**src/rtl/cpes_pkg.sv**
```systemverilog
/*
  Shared constants and types of the core event selector.
  Assumes a 32-bit APB register bus and core event inputs on pclk.
*/
package cpes_pkg;

  ////////////////////////////////////////////////////////////////////
  // Widths
  localparam int CNT_W = 32;      // Counter width
  localparam int INC_W = 5;       // Per-cycle increment width
  localparam int NPORT = 6;       // Execution ports
  localparam int MAX_CNT = 4;     // Most counters the map serves

  ////////////////////////////////////////////////////////////////////
  // Event numbers
  localparam logic [7:0] EV_DISPATCH = 8'hB1;
  localparam logic [7:0] EV_QUEUE = 8'hB2;
  localparam logic [7:0] EV_SNOOP = 8'hB8;
  localparam logic [7:0] EV_RETIRED = 8'hC0;

  // Unit masks
  localparam logic [7:0] UM_PORT4 = 8'h10;
  localparam logic [7:0] UM_NO_P5 = 8'h1F;
  localparam logic [7:0] UM_P5 = 8'h20;
  localparam logic [7:0] UM_ANY_PORT = 8'h3F;
  localparam logic [7:0] UM_P015 = 8'h40;
  localparam logic [7:0] UM_P234 = 8'h80;
  localparam logic [7:0] UM_QUEUE_FULL = 8'h01;
  localparam logic [7:0] UM_HIT = 8'h01;
  localparam logic [7:0] UM_HITE = 8'h02;
  localparam logic [7:0] UM_HITM = 8'h04;
  localparam logic [7:0] UM_RET_ALL = 8'h00;
  localparam logic [7:0] UM_RET_MM = 8'h02;
  localparam logic [7:0] UM_RET_FP = 8'h04;

  ////////////////////////////////////////////////////////////////////
  // Register offsets
  localparam logic [11:0] SEL_BASE = 12'h000;
  localparam logic [11:0] CNT_BASE = 12'h004;
  localparam logic [11:0] REG_STRIDE = 12'h008;
  localparam logic [11:0] FIXED_OFF = 12'h040;
  localparam logic [11:0] ID_OFF = 12'h044;

  // Select register fields
  localparam int SEL_EV_LSB = 0;
  localparam int SEL_UM_LSB = 8;
  localparam int SEL_EDGE_BIT = 18;
  localparam int SEL_EN_BIT = 22;
  localparam int SEL_INV_BIT = 23;
  localparam int SEL_CM_LSB = 24;

  // Reset and fixed values
  localparam logic [31:0] SEL_RST = 32'h0000_0000;
  localparam logic [31:0] CNT_RST = 32'h0000_0000;
  localparam logic [31:0] ID_VALUE = 32'h0000_0000;

  ////////////////////////////////////////////////////////////////////
  // Register kinds
  typedef enum {RK_NONE, RK_SEL, RK_CNT, RK_FIXED, RK_ID} cpes_reg_kind_t;

  // Core pipeline event inputs
  typedef struct packed {
    logic [NPORT-1:0][1:0] port_uops;
    logic super_queue_full;
    logic snoop_hit;
    logic snoop_hit_exclusive_reply;
    logic snoop_hit_modified_reply;
    logic [2:0] ret_all;
    logic [2:0] ret_excluded;
    logic [2:0] multimedia_retired;
    logic [2:0] fp_ops_retired;
  } cpes_core_ev_t;

endpackage

```
**src/rtl/cpes_event_select.sv**
```systemverilog
/*
  Core performance event selector with programmable counters,
  a fixed retired-instruction counter and an identification word.
  Assumes an APB master on pclk and core event inputs from logic
  on the same clock, so no synchroniser sits on them.
*/
// The APB interface to the registers and the register offsets were decided locally.

module cpes_event_select import cpes_pkg::*; #(
  parameter int NCNT = 2
) (
  // Clock, reset and enable
  input wire logic pclk,
  input wire logic presetn,
  input wire logic ce,
  // APB slave
  input wire logic psel,
  input wire logic penable,
  input wire logic pwrite,
  input wire logic [11:0] paddr,
  input wire logic [31:0] pwdata,
  output logic [31:0] prdata,
  output logic pready,
  output logic pslverr,
  // Core pipeline events
  input wire cpes_core_ev_t core_ev
);

  ////////////////////////////////////////////////////////////////////
  // Parameter check
  if (NCNT < 1 || NCNT > MAX_CNT) begin : g_bad_ncnt
    $error("NCNT must be from 1 to MAX_CNT");
  end

  // The increment must hold the largest per-cycle sum of all ports
  if ((2 ** INC_W) - 1 < NPORT * 3) begin : g_bad_inc
    $error("INC_W too narrow for the port sum");
  end

  // Per-counter pairs must stay clear of the fixed registers
  if (int'(SEL_BASE) + int'(REG_STRIDE) * MAX_CNT > int'(FIXED_OFF)) begin : g_bad_map
    $error("Counter pairs overlap the fixed registers");
  end

  ////////////////////////////////////////////////////////////////////
  // State of the block
  typedef struct packed {
    logic [NCNT-1:0][31:0] sel;    // Event select words
    logic [NCNT-1:0][CNT_W-1:0] cnt; // Programmable counts
    logic [NCNT-1:0] prev;         // Last qualified condition
    logic [CNT_W-1:0] fixed;       // Fixed retired count
    logic [31:0] rdata;            // Read data held for the bus
    logic err;                     // Unmapped access flag
    logic ack;                     // Setup seen, answer pending
  } cpes_state_t;

  cpes_state_t st_r;   // Registered state
  cpes_state_t st_nxt; // Next state

  ////////////////////////////////////////////////////////////////////
  // Retired count without faulting special instructions
  function automatic logic [INC_W-1:0] retired_net(cpes_core_ev_t c);
    logic [INC_W-1:0] v;
    v = '0;
    // Subtract the excluded ones, floor at zero
    if (c.ret_all > c.ret_excluded) begin
      v = INC_W'(c.ret_all - c.ret_excluded);
    end
    return v;
  endfunction

  // Sum of port dispatches over a port set
  function automatic logic [INC_W-1:0] port_sum(cpes_core_ev_t c,
                                                logic [NPORT-1:0] set);
    logic [INC_W-1:0] s;
    s = '0;
    for (int i = 0; i < NPORT; i++) begin
      // Only ports in the set add
      if (set[i]) begin
        s = s + INC_W'(c.port_uops[i]);
      end
    end
    return s;
  endfunction

  ////////////////////////////////////////////////////////////////////
  // Raw event value for an event and mask pair
  function automatic logic [INC_W-1:0] ev_value(logic [7:0] ev,
                                                logic [7:0] um,
                                                cpes_core_ev_t c);
    logic [INC_W-1:0] v;
    v = '0; // Unmatched pairs add nothing
    case (ev)
      EV_DISPATCH: begin
        // Port dispatch sums, one port set per mask
        case (um)
          UM_PORT4: v = port_sum(c, 6'b01_0000);
          UM_NO_P5: v = port_sum(c, 6'b01_1111);
          UM_P5: v = port_sum(c, 6'b10_0000);
          UM_ANY_PORT: v = port_sum(c, 6'b11_1111);
          UM_P015: v = port_sum(c, 6'b10_0011);
          UM_P234: v = port_sum(c, 6'b01_1100);
          default: v = '0;
        endcase
      end
      EV_QUEUE: begin
        // Super queue full, one per cycle
        if (um == UM_QUEUE_FULL) begin
          v = INC_W'(c.super_queue_full);
        end
      end
      EV_SNOOP: begin
        // At most one reply of each kind per cycle
        case (um)
          UM_HIT: v = INC_W'(c.snoop_hit);
          UM_HITE: v = INC_W'(c.snoop_hit_exclusive_reply);
          UM_HITM: v = INC_W'(c.snoop_hit_modified_reply);
          default: v = '0;
        endcase
      end
      EV_RETIRED: begin
        // Retirement classes
        case (um)
          UM_RET_ALL: v = retired_net(c);
          UM_RET_MM: v = INC_W'(c.multimedia_retired);
          UM_RET_FP: v = INC_W'(c.fp_ops_retired);
          default: v = '0;
        endcase
      end
      default: v = '0;
    endcase
    return v;
  endfunction

  ////////////////////////////////////////////////////////////////////
  // Address decode, shared by reads and writes
  function automatic cpes_reg_kind_t reg_kind(logic [11:0] a);
    cpes_reg_kind_t k;
    k = RK_NONE;
    // Fixed registers first
    if (a == FIXED_OFF) begin
      k = RK_FIXED;
    end else if (a == ID_OFF) begin
      k = RK_ID;
    end
    // Per-counter pairs
    for (int i = 0; i < NCNT; i++) begin
      if (a == SEL_BASE + 12'(i) * REG_STRIDE) begin
        k = RK_SEL;
      end
      if (a == CNT_BASE + 12'(i) * REG_STRIDE) begin
        k = RK_CNT;
      end
    end
    return k;
  endfunction

  // Counter index of a per-counter address
  function automatic int reg_idx(logic [11:0] a);
    int n;
    // Pairs sit one stride apart
    n = int'(a / REG_STRIDE);
    return n;
  endfunction

  ////////////////////////////////////////////////////////////////////
  // Per-counter qualification
  // Nets, since every generate pass drives its own slice
  wire logic [NCNT-1:0][INC_W-1:0] inc; // Increment this cycle
  wire logic [NCNT-1:0] cond; // Qualified condition now

  for (genvar g = 0; g < NCNT; g++) begin : g_qual
    logic [INC_W-1:0] raw; // Selected event value
    logic [7:0] cmask;     // Threshold
    logic en;              // Counter enable
    logic inv;             // Invert the threshold test
    logic edge_det;        // Count rising edges only
    logic [INC_W-1:0] inc_g; // This counter's increment

    assign raw = ev_value(st_r.sel[g][SEL_EV_LSB +: 8],
                          st_r.sel[g][SEL_UM_LSB +: 8], core_ev);
    assign cmask = st_r.sel[g][SEL_CM_LSB +: 8];
    assign en = st_r.sel[g][SEL_EN_BIT];
    assign inv = st_r.sel[g][SEL_INV_BIT];
    assign edge_det = st_r.sel[g][SEL_EDGE_BIT];

    // Threshold test, optionally inverted
    assign cond[g] = ({3'b000, raw} >= cmask) ^ inv;

    // Weighted when no threshold, else one per cycle or episode
    always_comb begin
      if (!en) begin
        // Disabled counter holds its value
        inc_g = '0;
      end else if (cmask == 8'h00) begin
        // No threshold: add the raw weight
        inc_g = raw;
      end else if (edge_det) begin
        // Count only the first cycle of each episode
        inc_g = INC_W'(cond[g] & ~st_r.prev[g]);
      end else begin
        // One per qualified cycle
        inc_g = INC_W'(cond[g]);
      end
    end

    // Hand the increment to the shared vector
    assign inc[g] = inc_g;
  end

  ////////////////////////////////////////////////////////////////////
  // Next state: counting and register access
  cpes_reg_kind_t kind; // Decoded register kind
  int idx;              // Decoded counter index
  logic setup;          // APB setup cycle
  logic done;           // APB access completes this edge

  assign kind = reg_kind(paddr);
  assign idx = reg_idx(paddr);
  assign setup = psel & ~penable;
  assign done = psel & penable & st_r.ack;

  // Next state: starts from the register, so a low enable freezes all
  always_comb begin
    // Default: hold every field
    st_nxt = st_r;
    if (ce) begin
      // Programmable counters advance; the edge history moves every cycle
      for (int i = 0; i < NCNT; i++) begin
        st_nxt.cnt[i] = st_r.cnt[i] + CNT_W'(inc[i]);
        st_nxt.prev[i] = cond[i];
      end
      // Fixed counter runs on its own in every enabled cycle
      st_nxt.fixed = st_r.fixed + CNT_W'(retired_net(core_ev));
      // Setup: decode and capture read data
      if (setup) begin
        // Answer in the next cycle
        st_nxt.ack = 1'b1;
        // Holes and misaligned addresses are refused
        st_nxt.err = (kind == RK_NONE);
        // Writes and refused reads return zero
        st_nxt.rdata = 32'h0000_0000;
        // Reads sample the register now; the data stand until the next setup
        if (!pwrite) begin
          case (kind)
            RK_SEL: st_nxt.rdata = st_r.sel[idx];
            RK_CNT: st_nxt.rdata = st_r.cnt[idx];
            RK_FIXED: st_nxt.rdata = st_r.fixed;
            RK_ID: st_nxt.rdata = ID_VALUE;
            default: st_nxt.rdata = 32'h0000_0000;
          endcase
        end
      end
      // Access: a write takes effect, bus write wins over counting
      if (done) begin
        // Transfer over, drop the answer
        st_nxt.ack = 1'b0;
        // Only mapped, writable registers take the data
        if (pwrite && !st_r.err) begin
          case (kind)
            RK_SEL: st_nxt.sel[idx] = pwdata;
            RK_CNT: st_nxt.cnt[idx] = pwdata;
            RK_FIXED: st_nxt.fixed = pwdata;
            default: st_nxt.ack = 1'b0; // Identification word ignores writes
          endcase
        end
      end
    end
  end

  ////////////////////////////////////////////////////////////////////
  // State register
  always_ff @(posedge pclk or negedge presetn) begin
    if (!presetn) begin
      // Asynchronous clear to the reset values
      st_r.sel <= {NCNT{SEL_RST}};
      st_r.cnt <= {NCNT{CNT_RST}};
      st_r.prev <= '0;
      st_r.fixed <= CNT_RST;
      st_r.rdata <= 32'h0000_0000;
      st_r.err <= 1'b0;
      st_r.ack <= 1'b0;
    end else begin
      // Take the next state every edge
      st_r <= st_nxt;
    end
  end

  ////////////////////////////////////////////////////////////////////
  // Bus outputs
  // Ready only in an access cycle that follows a taken setup
  assign pready = psel & penable & st_r.ack & ce;
  // Error and read data straight from flip-flops
  assign pslverr = st_r.err;
  assign prdata = st_r.rdata;

endmodule // cpes_event_select

```
**config.mk**
```make
export PLATFORM = sky130hd
export DESIGN_NAME = cpes_event_select
export DESIGN_NICKNAME = d
export VERILOG_FILES = /design/src/rtl/cpes_pkg.sv /design/src/rtl/cpes_event_select.sv
export SDC_FILE = /design/constraint.sdc
export NUM_CORES = 1
export LEC_CHECK = 0
export BUFFER_PORTS_ARGS = -buffer_cell sky130_fd_sc_hd__buf_2
export CAP_MARGIN = 15
export CORE_ASPECT_RATIO = 0.6
export CORE_MARGIN = 2
export CORE_UTILIZATION = 35
export DETAILED_ROUTE_END_ITERATION = 10
export HOLD_SLACK_MARGIN = 0.08
export SLEW_MARGIN = 0
export SYNTH_ARGS = -nofsm -noshare
export SYNTH_HDL_FRONTEND = slang
export SYNTH_SLANG_ARGS = --single-unit
```
**constraint.sdc**
```tcl
create_clock -name pclk -period 4.7 [get_ports pclk]
set_clock_uncertainty 0.05 [all_clocks]
set_input_delay 0.94 -clock pclk [delete_from_list [all_inputs] [get_ports pclk]]
set_output_delay 0.94 -clock pclk [all_outputs]
set_load 0.1 [all_outputs]
```
# Yosys cells after proc, flatten, opt, wreduce, memory -nomap -nowiden
# Index checks and enable logic that the tools add are counted.
word_totals:
  regBits: 196
  latchBits: 0
  ram_bits: 0
  mem_bits_ro: 0
  input_bits: 78
  out_inout_bits: 34
  word_cells: 196
  mem_count: 0
op_classes:
  n_addsub: 30
  mul: 0
  div: 0
  n_lt_le_gt_ge: 5
  n_eq_ne: 34
  shift: 0
  mux: 94
  n_bitwise: 11
  n_reduce_logical: 13
op_table:
  columns: ["operator", "n"]
  rows:
  - ["$mux W32", 13]
  - ["$mux W5", 60]
  - ["$mux W64", 3]
  - ["$add A5 B2 Y5", 26]
  - ["$bwmux W64", 2]
  - ["$add A32 B5 Y32", 3]
  - ["$pmux W32 S3", 1]
  - ["$eq A8 B8 Y1 const B", 10]
  - ["$eq A32 B2 Y1 const B", 2]
  - ["$pmux W5 S6", 2]
  - ["$pmux W5 S4", 2]
  - ["$demux W32 S1", 1]
  - ["$eq A32 B1 Y1 const B", 1]
  - ["$eq A8 B5 Y1 const B", 4]
  - ["$eq A8 B6 Y1 const B", 4]
  - ["$logic_not A32 Y1", 1]
  - ["$logic_not A8 Y1", 4]
  - ["$pmux W5 S3", 2]
  - ["$eq A12 B4 Y1 const B", 2]
  - ["$eq A12 B7 Y1 const B", 2]
  - ["$eq A8 B1 Y1 const B", 2]
  - ["$eq A8 B2 Y1 const B", 2]
  - ["$eq A8 B3 Y1 const B", 2]
  - ["$eq A8 B7 Y1 const B", 2]
  - ["other kinds (20)", 34]

# Depth between registers and ports, before layout
depth:
  word_depth: 29
  mapped_depth: 35
  mapped_depth_nobuf: 34

# Worst setup path before layout
# Ideal clock, no wire load.
synth_path:
  path_type: "input port to flip-flop"
  startpoint: "input port core_ev[16] (netlist bit)"
  endpoint: "register st_r[92] (netlist bit)"
  setup_time_ns: 0.137
  arrival_ns: 7.290
  required_time_ns: 4.513
  slack_ns: -2.777
  stages: 33
  path_buffers: 0
  cell_sequence: "ha_1 inv_1 fa_1 fa_1 fa_1 fa_1 inv_1 fa_1 a21oi_1 nor2_1 a21oi_1 o32ai_1 a22oi_1 inv_1 ha_1 a21boi_0 o21ai_0 a21oi_1 o21ai_0 xor2_1 a211oi_1 o21a_1 ha_1 inv_1 fa_1 nor2b_1 o21ai_0 a21boi_0 o21a_1 nand2_1 or3_1 o21ai_0 a21oi_1"
synth_via:
  elab_chain_cells: 28
  elab_cells_between_ends: 46
  classes_between: "add/sub (12); order compare (1); mux (31); bitwise (2)"
synth_lines:
  columns: ["element", "line", "rtl"]
  rows:
  - ["start: declaration", "cpes_event_select.sv:26", "input wire cpes_core_ev_t core_ev"]
  - ["$mux W5", "cpes_event_select.sv:96", "case (um)"]
  - ["$mux W5", "cpes_event_select.sv:93", "case (ev)"]
  - ["$add A5 B2 Y5", "cpes_event_select.sv:80", "s = s + INC_W'(c.port_uops[i]);"]
  - ["$mux W5", "cpes_event_select.sv:96", null]
  - ["$mux W5", "cpes_event_select.sv:93", null]
  - ["$add A5 B2 Y5", "cpes_event_select.sv:80", null]
  - ["$mux W5", "cpes_event_select.sv:96", null]
  - ["$mux W5", "cpes_event_select.sv:93", null]
  - ["[... 12 more ...]", null, null]
  - ["$mux W5", "cpes_event_select.sv:198", "end else if (edge_det) begin"]
  - ["$mux W5 (*)", "cpes_event_select.sv:195", "end else if (cmask == 8'h00) begin"]
  - ["$mux W5 (*)", "cpes_event_select.sv:192", "if (!en) begin"]
  - ["$add A32 B5 Y32 (*)", "cpes_event_select.sv:230", "st_nxt.cnt[i] = st_r.cnt[i] + CNT_W'(inc[i]);"]
  - ["$bwmux W64", "cpes_event_select.sv:262", "RK_CNT: st_nxt.cnt[idx] = pwdata;"]
  - ["$mux W64", "cpes_event_select.sv:260", "case (kind)"]
  - ["$mux W64", "cpes_event_select.sv:259", "if (pwrite && !st_r.err) begin"]
  - ["$mux W64 (*)", "cpes_event_select.sv:255", "if (done) begin"]
  - ["end signal: assignment", "cpes_event_select.sv:285", "st_r <= st_nxt;"]
  - ["end: declaration", "cpes_event_select.sv:57", "cpes_state_t st_r;"]
# Every way passes the cells marked *; elsewhere a longest branch is shown, timed or not. The select of a mux whose other input is x is not followed.
# A chain may end at the register's enable or synchronous reset.

# Worst setup path after layout
# Ends and elaborated chain as after synthesis.

==> impl_metrics.sql <==
INSERT INTO impl_metrics (metric_group, metric, value, unit) VALUES
('run_status', 'run_status', 'finished with violations', ''),
('run_status', 'failed_checks', 'setup timing', ''),
('route', 'via_count', '13580', ''),
('timing', 'hold_ws', '427.4', 'ps'),
('synthesis', 'synth.yosys.warnings', '0', ''),
('synthesis', 'yosys.cell_count.top_type', 'nand2_1', ''),
('global_route', 'gr-total-overflow', '0', ''),
('place', 'placed_cell_area', '15630', 'µm²'),
('synthesis', 'synth.top_cell.area_share', '36.34', '%'),
('synthesis', 'synth_seq_cells', '196', ''),
('power_and_ir_drop', 'power.leakage', '0.007799', 'µW'),
('route', 'met1Wirelength', '25760', 'µm'),
('route', 'route.final.wire_length', '51140', 'µm'),
('global_route', 'grt_antenna_before_repair', '0', ''),
('timing', 'final_hold_viol_count', '0', ''),
('critical_path', 'worst_setup_path_end_kind', 'register', ''),
('timing', 'min_period', '7263', 'ps'),
('synthesis', 'async_flop_share', '100.0', '%'),
('route', 'route.detailed.vias_per_inst', '5.852', ''),
('clock_network', 'cts_buffers', '17', ''),
('place', 'gp_routability_congestion', '0.9437', ''),
('synthesis', 'postSynthCellCount', '1601', ''),
('global_route', 'grt_pass1_vias', '12270', ''),
('critical_path', 'timing.critical_path.fanout_max', '3', ''),
('route', 'detailroute.wirelength.met3', '5654', 'µm'),
('synthesis', 'post_synth.cell_area_avg', '8.429', 'µm²'),
('critical_path', 'biggest_cell_delay_along_the_critical_path', '550', 'ps'),
('critical_path', 'worst_ep_arrival', '7520', 'ps'),
('route', 'initialDrtViolationCount', '1539', ''),
('critical_path', 'crit_path_top_delay_cell', 'fa_1', ''),
('synthesis', 'synth.top_cells.by_count', 'nand2_1 (230), a21oi_1 (196), dfrtp_1 (196)', ''),
('clock_network', 'max-clock-path-buffers', '2', ''),
('floorplan', 'initial_utilization', '35.66', '%'),
('synthesis', 'ys_types', '65', ''),
('clock_network', 'cts.clk_slew.worst_paths', '80', 'ps'),
('timing', 'rsz0062_at_grt', 'yes', ''),
('timing', 'timing.fmax', '137.7', 'MHz'),
('route', 'post_drt_wl_per_cell', '22.03', 'µm'),
('synthesis', 'synthFlopType', 'dfrtp_1', ''),
('critical_path', 'cp_num_buf_inv', '5', ''),
('global_route', 'first_pass_grt_wire_length', '77470', 'µm'),
('route', 'remaining_drc_errors', '0', ''),
('place', 'place_hpwl', '37770', 'µm'),
('timing', 'worst_case_setup_margin_in_the_final_layout', '-2563', 'ps'),
('flow_run', 'max-cap-violations', '0', ''),
('cells_and_area', 'fin_nets', '1928', ''),
('cells_and_area', 'synthToLayoutAreaGrowth', '24.66', '%'),
('timing', 'slew-limit-headroom', '22.03', '%'),
('synthesis', 'netlist_top_cells_area', 'dfrtp_1 (36%), a21oi_1 (7.3%), nand2_1 (6.4%)', ''),
('cells_and_area', 'design_area', '16820', 'µm²'),
('timing', 'setup_viol_count_final', '66', ''),
('min_path', 'hold_path_class', 'reg -> reg', ''),
('clock_network', 'clock_tree_from_tritoncts', 'yes', ''),
('clock_network', 'clock_latency', '460', 'ps'),
('place', 'cells_after_dpl', '2268', ''),
('clock_network', 'cts_root_buf', 'clkbuf_16', ''),
('clock_network', 'cts.htree.levels', '4', ''),
('global_route', 'grt_use_total', '25.36', '%'),
('floorplan', 'floorplan.core_area', '37850', 'µm²'),
('cells_and_area', 'antennaDiodeCount', '0', ''),
('critical_path', 'critical_path_class', 'in -> reg', ''),
('synthesis', 'synth_sequential_area_ratio', '36.34', '%'),
('timing', 'final.period_utilization', '154.5', '%'),
('clock_network', 'cts.sink_count', '196', ''),
('critical_path', 'cpLargestDelayFamily', 'adder cells', ''),
('power_and_ir_drop', 'pwr_density_cell', '253.3', 'nW/µm²'),
('synthesis', 'synthesis.area', '13500', 'µm²'),
('route', 'detailroute.wirelength.met2', '19280', 'µm'),
('critical_path', 'timing.critical_path.required', '4960', 'ps'),
('synthesis', 'synth_enable_flop_cells', '0', ''),
('place', 'port_buffers', '111', '');
sequential cells by signal (all words and copies together), names as in the netlist:
signal and flops:
pslverr 1, g_qual.inv 2, g_qual.edge_det 2, g_qual.en 2, prdata 32, st_r 141, g_qual.cmask 16
power breakdown:
group / internal [µW] / switching (µW) / total (µW)
Clock: 744 / 740 / 1480
Sequential: 1750 / 69.4 / 1820
Combinational: 429 / 532 / 961
worst paths after layout:
path,start,to,slack [ps],cells past startpoint
worst max-delay path,core_ev[16],st_r[92],-2560,34
worst min-delay path,prdata[23],prdata[23],430,2
worst max register to register,st_r[175],st_r[130],-790,29
worst min register to register,prdata[23],prdata[23],430,2
max in group asynchronous,presetn,st_r[149],3110,2
min in group asynchronous,presetn,prdata[9],480,1
logic make-up after synthesis:
kind of cell / count (synthesis) / synth area share [%]
multiplexers: 125 / 9.818
adder cells (fa/ha/maj): 55 / 5.822
XOR/XNOR: 18 / 1.168
AO/OA/AOI/OAI: 497 / 22.28
buffers and inverters: 186 / 6.323
flip-flops: 196 / 36.34
AND/OR/NAND/NOR: 524 / 18.25
stage by stage:
stage,power [µW],worst slack [ps]
after floorplan,2324,-2518
final,4261,-2563
after global routing,4453,-2818
after global placement,2709,-3076
after detailed placement,2727,-3265
after CTS,4250,-2514
layout by cell type (no fill, tap or decap), types with 20 or more instances in the layout:
cell | netlist | final
and3_1 | 23 | 23
buf_2 | 10 | 106
nand2_1 | 230 | 221
nand3_1 | 48 | 42
a21oi_1 | 196 | 180
o21ai_1 | 1 | 23
nor2_1 | 86 | 81
mux2i_1 | 66 | 66
o21ai_0 | 134 | 96
dfrtp_1 | 196 | 196
buf_6 | 2 | 20
mux2_2 | 59 | 59
o22ai_1 | 41 | 32
inv_1 | 51 | 47
ha_1 | 42 | 35
o221a_2 | 31 | 31
buf_4 | 34 | 177
metal layers:
metal  vias up  global-route usage [%]
met5         -                       0
met3        33                   7.407
met1      6711                   41.37
li1       6174                       -
met4         0                   3.688
met2       664                   32.10
tightest hold or removal path, delay by kind of cell (launching register included):
kind,cells,cell delay (ps)
compound gates,1,60
flops,1,340
simple gates,1,40
area by class of cell:
cell class	count	area, µm²
Clock buffer	17	425.4
Sequential cell	196	4905
Clock inverter	15	143.9
Tap cell	513	641.9
Timing Repair Buffer	310	2218
Multi-Input combinational cell	1219	8298
Inverter	51	191.4
Fill cell	3709	21030
repair_timing:
action                                  4_1_cts  5_1_grt
cloned                                        1        0
pin swaps                                    59       33
endpoints found under the setup margin       66       67
buffers inserted                             14        7
resized for setup                            69       33
hold buffers                                  0        0
(Power assumes the default switching activity.)
